===== src/include/page_mapper_map.svh =====
/*
 * Register offsets, field positions and reset values of the page mapper.
 * Assumes an 8-bit I/O port space decoded on the low address byte.
 */
`ifndef PAGE_MAPPER_MAP_SVH
`define PAGE_MAPPER_MAP_SVH

`define PM_OFS_PAGE_SEL     8'h6C
`define PM_OFS_ENTRY_LOW    8'h6E
`define PM_OFS_ENTRY_HIGH   8'h6F
`define PM_PAGE_SEL_MSB     7
`define PM_PAGE_SEL_LSB     2
`define PM_HIGH_EN_BIT      7
`define PM_HIGH_KIND_MSB    5
`define PM_HIGH_KIND_LSB    4
`define PM_HIGH_ADDR_MSB    1
`define PM_HIGH_ADDR_LSB    0
`define PM_PAGE_SEL_RESET   8'h00
`define PM_ENTRY_LOW_RESET  8'h00
`define PM_ENTRY_HIGH_RESET 8'h00
`define PM_PAGE_BIT         14

`endif


===== src/include/page_mapper_pkg.sv =====
/*
 * Types shared by the page mapper files.
 * Assumes nothing beyond a SystemVerilog compiler.
 */
`default_nettype none
package page_mapper_pkg;
	typedef enum logic [1:0] {
		KIND_NONE = 2'b00,
		KIND_RAM  = 2'b01,
		KIND_ROM0 = 2'b10,
		KIND_ROM1 = 2'b11
	} target_device_kind_t;
endpackage

`default_nettype wire


===== src/hw/map_entry.sv =====
/*
 * One mapping entry: translated bits, enable and target kind.
 * Assumes the owner decodes the write strobe for this entry.
 */
`timescale 1ns/1ps
`default_nettype none
`include "page_mapper_map.svh"

module map_entry
(
	input  wire logic       mclk_i,
	input  wire logic       resetn_i,
	input  wire logic       wr_low_i,
	input  wire logic       wr_high_i,
	input  wire logic [7:0] wdata_i,
	output logic      [7:0] low_o,
	output logic      [7:0] high_o
);
	logic [7:0] low;
	logic [7:0] high;

	// Entry storage; reserved high bits are kept zero
	always_ff @(posedge mclk_i or negedge resetn_i)
	begin
		if (!resetn_i)
		begin
			low  <= `PM_ENTRY_LOW_RESET;
			high <= `PM_ENTRY_HIGH_RESET;
		end
		else
		begin
			if (wr_low_i)
				low <= wdata_i;
			if (wr_high_i)
				high <= wdata_i & 8'hB3;
		end
	end

	assign low_o  = low;
	assign high_o = high;
endmodule // map_entry

`default_nettype wire


===== src/hw/memory_page_mapper.sv =====
/*
 * Page mapper: I/O page select plus two data ports per entry, and the
 * translation of CPU memory addresses into device selects.
 * Assumes single-cycle I/O strobes and memory requests on mclk_i.
 */
// Functional notes
// - Bits 7:2 of the page select port choose the entry the data ports reach.
// - The low data port holds translated bits A21..A14 of the selected page.
// - The high data port holds A23..A22 in bits 1:0 with enable and kind.
// - High bit 7 enables translation of the page and resets to off.
// - High bits 5:4 pick none, RAM, ROM 0 or ROM 1, resetting to none.
// - Kind none sends accesses in the page to an expansion bus cycle.
// - Kind RAM selects RAM of the type given by the RAM type input.
`timescale 1ns/1ps
`default_nettype none
`include "page_mapper_map.svh"

module memory_page_mapper
#(
	parameter int ENTRIES = 64
)
(
	input  wire logic        mclk_i,
	input  wire logic        resetn_i,
	input  wire logic [7:0]  io_addr_i,
	input  wire logic [7:0]  io_wdata_i,
	input  wire logic        io_wr_i,
	input  wire logic        io_rd_i,
	output logic      [7:0]  io_rdata_o,
	input  wire logic        mem_req_i,
	input  wire logic [23:0] mem_addr_i,
	input  wire logic [3:0]  ram_type_i,
	output logic      [23:0] mem_addr_o,
	output logic             sel_exp_o,
	output logic             sel_ram_o,
	output logic      [3:0]  ram_type_o,
	output logic             sel_rom0_o,
	output logic             sel_rom1_o,
	output logic             mem_valid_o
);
	logic [7:0] page_sel;
	logic [7:0] low_arr  [ENTRIES];
	logic [7:0] high_arr [ENTRIES];
	logic [7:0] rdata;
	logic [23:0] maddr;
	logic        vld;
	logic        s_exp;
	logic        s_ram;
	logic        s_rom0;
	logic        s_rom1;
	logic [3:0]  rtype;

	wire logic [5:0] cur_page = page_sel[`PM_PAGE_SEL_MSB:`PM_PAGE_SEL_LSB];
	wire logic hit_sel  = (io_addr_i == `PM_OFS_PAGE_SEL);
	wire logic hit_low  = (io_addr_i == `PM_OFS_ENTRY_LOW);
	wire logic hit_high = (io_addr_i == `PM_OFS_ENTRY_HIGH);

	// Entries, each written only when the page select points at it
	genvar g;
	generate
		for (g = 0; g < ENTRIES; g++)
		begin : g_ent
			map_entry u_ent
			(
				.mclk_i    (mclk_i),
				.resetn_i  (resetn_i),
				.wr_low_i  (io_wr_i && hit_low && cur_page == 6'(g)),
				.wr_high_i (io_wr_i && hit_high && cur_page == 6'(g)),
				.wdata_i   (io_wdata_i),
				.low_o     (low_arr[g]),
				.high_o    (high_arr[g])
			);
		end
	endgenerate

	// Page select register; low two bits held at zero
	always_ff @(posedge mclk_i or negedge resetn_i)
	begin
		if (!resetn_i)
			page_sel <= `PM_PAGE_SEL_RESET;
		else if (io_wr_i && hit_sel)
			page_sel <= io_wdata_i & 8'hFC;
	end

	// Read data selection
	wire logic [7:0] next_rdata = hit_sel  ? page_sel :
		hit_low  ? low_arr[cur_page] :
		hit_high ? high_arr[cur_page] :
		8'h00;

	always_ff @(posedge mclk_i or negedge resetn_i)
	begin
		if (!resetn_i)
			rdata <= 8'h00;
		else if (io_rd_i)
			rdata <= next_rdata;
	end

	// Translation lookup of the incoming page
	wire logic [5:0] mpage = mem_addr_i[19:14];
	wire logic [7:0] m_low  = low_arr[mpage];
	wire logic [7:0] m_high = high_arr[mpage];
	wire logic m_en = m_high[`PM_HIGH_EN_BIT];
	wire page_mapper_pkg::target_device_kind_t m_kind =
		page_mapper_pkg::target_device_kind_t'(
		m_high[`PM_HIGH_KIND_MSB:`PM_HIGH_KIND_LSB]);
	wire logic [23:0] next_maddr = m_en ?
		{m_high[`PM_HIGH_ADDR_MSB:`PM_HIGH_ADDR_LSB], m_low,
		mem_addr_i[`PM_PAGE_BIT-1:0]} : mem_addr_i;
	wire logic next_exp  = !m_en || m_kind == page_mapper_pkg::KIND_NONE;
	wire logic next_ram  = m_en && m_kind == page_mapper_pkg::KIND_RAM;
	wire logic next_rom0 = m_en && m_kind == page_mapper_pkg::KIND_ROM0;
	wire logic next_rom1 = m_en && m_kind == page_mapper_pkg::KIND_ROM1;

	// Registered steering of each memory request
	always_ff @(posedge mclk_i or negedge resetn_i)
	begin
		if (!resetn_i)
		begin
			maddr  <= 24'h000000;
			vld    <= 1'b0;
			s_exp  <= 1'b0;
			s_ram  <= 1'b0;
			s_rom0 <= 1'b0;
			s_rom1 <= 1'b0;
			rtype  <= 4'h0;
		end
		else
		begin
			vld    <= mem_req_i;
			s_exp  <= mem_req_i && next_exp;
			s_ram  <= mem_req_i && next_ram;
			s_rom0 <= mem_req_i && next_rom0;
			s_rom1 <= mem_req_i && next_rom1;
			if (mem_req_i)
			begin
				maddr <= next_maddr;
				rtype <= ram_type_i;
			end
		end
	end

	assign io_rdata_o  = rdata;
	assign mem_addr_o  = maddr;
	assign mem_valid_o = vld;
	assign sel_exp_o   = s_exp;
	assign sel_ram_o   = s_ram;
	assign sel_rom0_o  = s_rom0;
	assign sel_rom1_o  = s_rom1;
	assign ram_type_o  = rtype;
endmodule // memory_page_mapper

`default_nettype wire


===== config.mk =====
export PLATFORM = sky130hd
export DESIGN_NAME = memory_page_mapper
export DESIGN_NICKNAME = d
export VERILOG_FILES = /design/src/include/page_mapper_pkg.sv /design/src/hw/map_entry.sv /design/src/hw/memory_page_mapper.sv
export VERILOG_INCLUDE_DIRS = /design/src /design/src/include
export SDC_FILE = /design/constraint.sdc
export NUM_CORES = 2
export LEC_CHECK = 0
export BUFFER_PORTS_ARGS = -buffer_cell sky130_fd_sc_hd__clkbuf_2
export CAP_MARGIN = 25
export CORE_MARGIN = 2
export CORE_UTILIZATION = 60
export CTS_BUF_LIST = sky130_fd_sc_hd__clkbuf_8 sky130_fd_sc_hd__clkbuf_16
export DETAILED_ROUTE_END_ITERATION = 8
export PLACE_DENSITY_LB_ADDON = 0.08
export SYNTH_ARGS = -nofsm -noshare
export SYNTH_HDL_FRONTEND = slang
export SYNTH_SLANG_ARGS = --single-unit

===== constraint.sdc =====
create_clock -name mclk_i -period 3 [get_ports mclk_i]
set_input_delay 0.3 -clock mclk_i [delete_from_list [all_inputs] [get_ports mclk_i]]
set_output_delay 0.3 -clock mclk_i [all_outputs]
set_load 0.03 [all_outputs]

==> key figures <==
STA
  – Period utilisation layout: 101%
  – Pins Over Slew Limit: 0
  – Setup TNS: -0.117 ns
  – RSZ-0062 raised after global routing: false
  – Final min period: 3.02 ns
  – Clk_skew: 0.0271 ns
  – Worst Tran Pin Value: 0.919 ns
  – WHS: 0.0768 ns
  – Slew margin rel.: 38.6%
  – Setup Viol. Count Final: 8
  – Min setup slack post-route: -0.0228 ns
  – Max Clk Rate: 331 MHz
  – Hold Vio Cnt, Final: 0

Clock tree
  – Clock Sink Count: 879
  – CTS buffer count: 95
  – Clock transition at path regs: 0.06 ns
  – Root buffer cell: clkbuf_16
  – Clk Latency, worst-skew pair: 0.68 ns
  – Number of H-tree levels: 3
  – Longest Clk Path Bufs: 3
  – CTS tree: built

Yosys
  – Yosys top cell area share: 47.1%
  – Post-synthesis sequential area ratio: 47.1%
  – Post-Syn Area per Cell: 15.3 µm²
  – Cell Area, Synth: 0.0467 mm²
  – YS warnings: 0
  – Syn nets: 3105
  – Most common cell in the netlist: dfrtp_1
  – Number of synthesized flops with an enable pin: 0
  – Synthesized flop and latch total: 879
  – Largest cells by area after synthesis: dfrtp_1 47%, mux2_2 21%, mux4_2 21%, a22oi_1 2.1%, clkbuf_1 1.1%
  – Synth area leader: dfrtp_1
  – Post-Syn Instances: 3056
  – Top FF cell, synth: dfrtp_1
  – Synth async-reset ratio: 100%
  – Top cells by count, synth: 879 x dfrtp_1, 866 x mux2_2, 427 x mux4_2, 139 x clkbuf_1, 130 x nand2_1
  – Post-synth cell types: 66

Floorplanning
  – Std-Cell Rows: 102
  – Core ar.: 0.0773 mm²
  – Chip height: 283 µm
  – Die width: 283 µm
  – Die ar.: 0.0802 mm²
  – Starting Density: 60.4%
  – Num ports: 90

Setup path
  – Reg2reg start: page_sel[5]$_DFFE_PN0P_
  – Req. time, crit path: 3.54 ns
  – Critical Path AT: 3.56 ns
  – Cell depth of the worst flop-to-flop path: 5
  – Crit Path Category: flip-flop to flip-flop
  – CP endpoint kind: flip-flop
  – Worst reg2reg endpoint: g_ent[32].u_ent.low_o[3]$_DFFE_PN0P_
  – Worst setup SP type: flip-flop
  – Crit-path leading delay family: simple AND/OR/NAND/NOR gates
  – Critical Path Fanout Max: 29
  – Crit path buffers/inverters: 1
  – Largest stage delay, worst path: 0.72 ns
  – Crit path max-delay cell type: dfrtp_2
  – Worst-path cell chain: buf_12 -> or2_2 -> nor3_1 -> nand2_1 -> mux2_2
  – Register-to-Register Setup Slack: -0.02 ns

Outcome
  – Failing checks: negative setup slack
  – Run status: finished with violations

Layout
  – Fin cells: 4454
  – Area growth syn-to-layout: 16.4%
  – Share of cells above drive strength 1: 56.4%
  – Layout Nets: 3386

Routing
  – Post-Route WL: 151000 µm
  – WL/cell: 33.8 µm
  – Iter 0 DRT Violations: 3389
  – Vias per cell: 7.03
  – Post-route ant nets: 0
  – Post-route DRC: 0
  – DRT Pass-1 Iters: 7
  – Vias: 31300

Hold path
  – Hold Path Stages: 3
  – Hold Path Sink: io_rdata_o[6]$_DFFE_PN0P_
  – Worst hold path startpoint: io_addr_i[0]
  – Worst hold path type: primary input to flip-flop

Global route
  – Initial antenna violation count: 5
  – Vias in the first global route: 32700
  – Largest net degree at the start of global routing: 130
  – First-pass GRT wire length: 224000 µm
  – GRT overflow: 0
  – Gr usage total: 38.1%

Place
  – GP Congestion: 1.01
  – Cell Count Post-Placement: 4251
  – DP HPWL: 106000 µm
  – Port Buffer Count: 89
  – Pre-CTS setup slack: 0.0383 ns

Power
  – Maximum VDD drop: 0.496 mV
  – Leakage: 24.9 nW
  – PD cells: 478 mW/mm²

Flow run
  – Number of max-cap violations: 0
==> report_power, final <==
| part | internal (W) | switching [W] | total (W) |
|---|---|---|---|
| registers | 0.0119 | 0.0000644 | 0.0120 |
| logic | 0.000685 | 0.00135 | 0.00203 |
| clock network | 0.00699 | 0.00499 | 0.0120 |
| total | 0.0196 | 0.00641 | 0.0260 |
==> logic make-up after synthesis <==
group	synth area share (%)
AO/OA/AOI/OAI	3.77
buffers and inverters	2.80
flip-flops	47.1
multiplexers	42.7
AND/OR/NAND/NOR	3.72
==> tightest hold or removal path: stages <==
cell	delay [ns]
clkbuf_2	0.14
nand3b_1	0.18
a2bb2oi_1	0.09
==> layout make-up <==
type                       instances  area (µm²)
multi-input combinational       1908       23500
fill                            5145       22900
sequential                       879       22000
timing repair buffer             439        4360
clock buffer                     119        2720
tap                             1040        1300
clock inverter                    54         477
inverter                          14        52.6
antenna                            1        2.50
==> registers in the layout (all words and copies together), names as in the netlist <==
| name | count |
|---|---|
| sel_ram_o | 1 |
| g_ent.u_ent.high_o | 320 |
| io_rdata_o | 8 |
| sel_rom0_o | 1 |
| mem_addr_o | 24 |
| mem_valid_o | 1 |
| ram_type_o | 4 |
| sel_rom1_o | 1 |
| g_ent.u_ent.low_o | 512 |
| sel_exp_o | 1 |
| page_sel | 6 |
==> per-stage QoR <==
step / instance area (µm²) / util (%) / power [W]
finish: 54400 / 70.3 / 0.0260
global route: 54400 / 70.3 / 0.0267
CTS: 54300 / 70.2 / 0.0261
detailed placement: 50900 / 65.8 / 0.0142
global placement: 50900 / 65.8 / 0.0141
floorplan: 46700 / - / 0.0132
==> timing repair <==
item / 4_1_cts / 5_1_grt
hold buffers: 23 / 0
endpoints found under the hold margin: 82 / 0
endpoints found under the setup margin: 0 / 2
gates resized for setup: 0 / 1
setup buffers: 0 / 5
==> cells in the final DEF, fill, tap and decap left out, types with 4 or more instances in the layout <==
cell type,Yosys,routed
mux2_2,866,866
dlygate4sd3_1,0,23
nand3b_1,4,4
nand3_1,25,25
buf_12,0,93
mux4_2,427,427
o22ai_1,11,11
a22oi_1,128,128
o21ai_0,7,7
clkbuf_2,0,80
nor2_4,20,21
nand4_1,5,5
a31oi_1,10,10
mux4_1,15,15
mux2i_1,18,18
a211oi_1,5,5
nor3_1,15,14
nor2b_1,16,12
a21oi_1,22,22
nor3b_1,5,5
bufinv_16,0,7
clkbuf_16,0,96
clkinv_2,0,28
a22o_1,15,15
nor2_1,75,73
nand2_1,130,130
nor2_2,13,14
nand2b_1,12,12
buf_4,28,238
inv_1,13,25
dfrtp_1,879,875
clkbuf_8,0,23
and2_1,7,6
a2111oi_0,5,5
==> routing by layer <==
layer / vias to the layer above / wire, µm / GRT usage (%)
li1: 12500 / - / -
met1: 16800 / 58100 / 51.7
met2: 1645 / 71600 / 59.8
met3: 391 / 12900 / 8.12
met4: 4 / 8140 / 17.5
met5: - / 21 / 0
==> worst max-delay path by stage <==
stage / start / end / slack, ns / depth (start not counted)
after floorplan: page_sel[3]$_DFFE_PN0P_ / io_rdata_o[1]$_DFFE_PN0P_ / 0.49 / 8
after global placement: page_sel[5]$_DFFE_PN0P_ / io_rdata_o[4]$_DFFE_PN0P_ / 0.04 / 6
after detailed placement: page_sel[5]$_DFFE_PN0P_ / io_rdata_o[4]$_DFFE_PN0P_ / 0.04 / 6
after CTS: page_sel[5]$_DFFE_PN0P_ / io_rdata_o[4]$_DFFE_PN0P_ / 0.01 / 6
after global routing: page_sel[5]$_DFFE_PN0P_ / g_ent[32].u_ent.low_o[3]$_DFFE_PN0P_ / 0.02 / 5
final: page_sel[5]$_DFFE_PN0P_ / g_ent[32].u_ent.low_o[3]$_DFFE_PN0P_ / -0.02 / 5
Note: power is estimated with default switching activity, not from simulation.
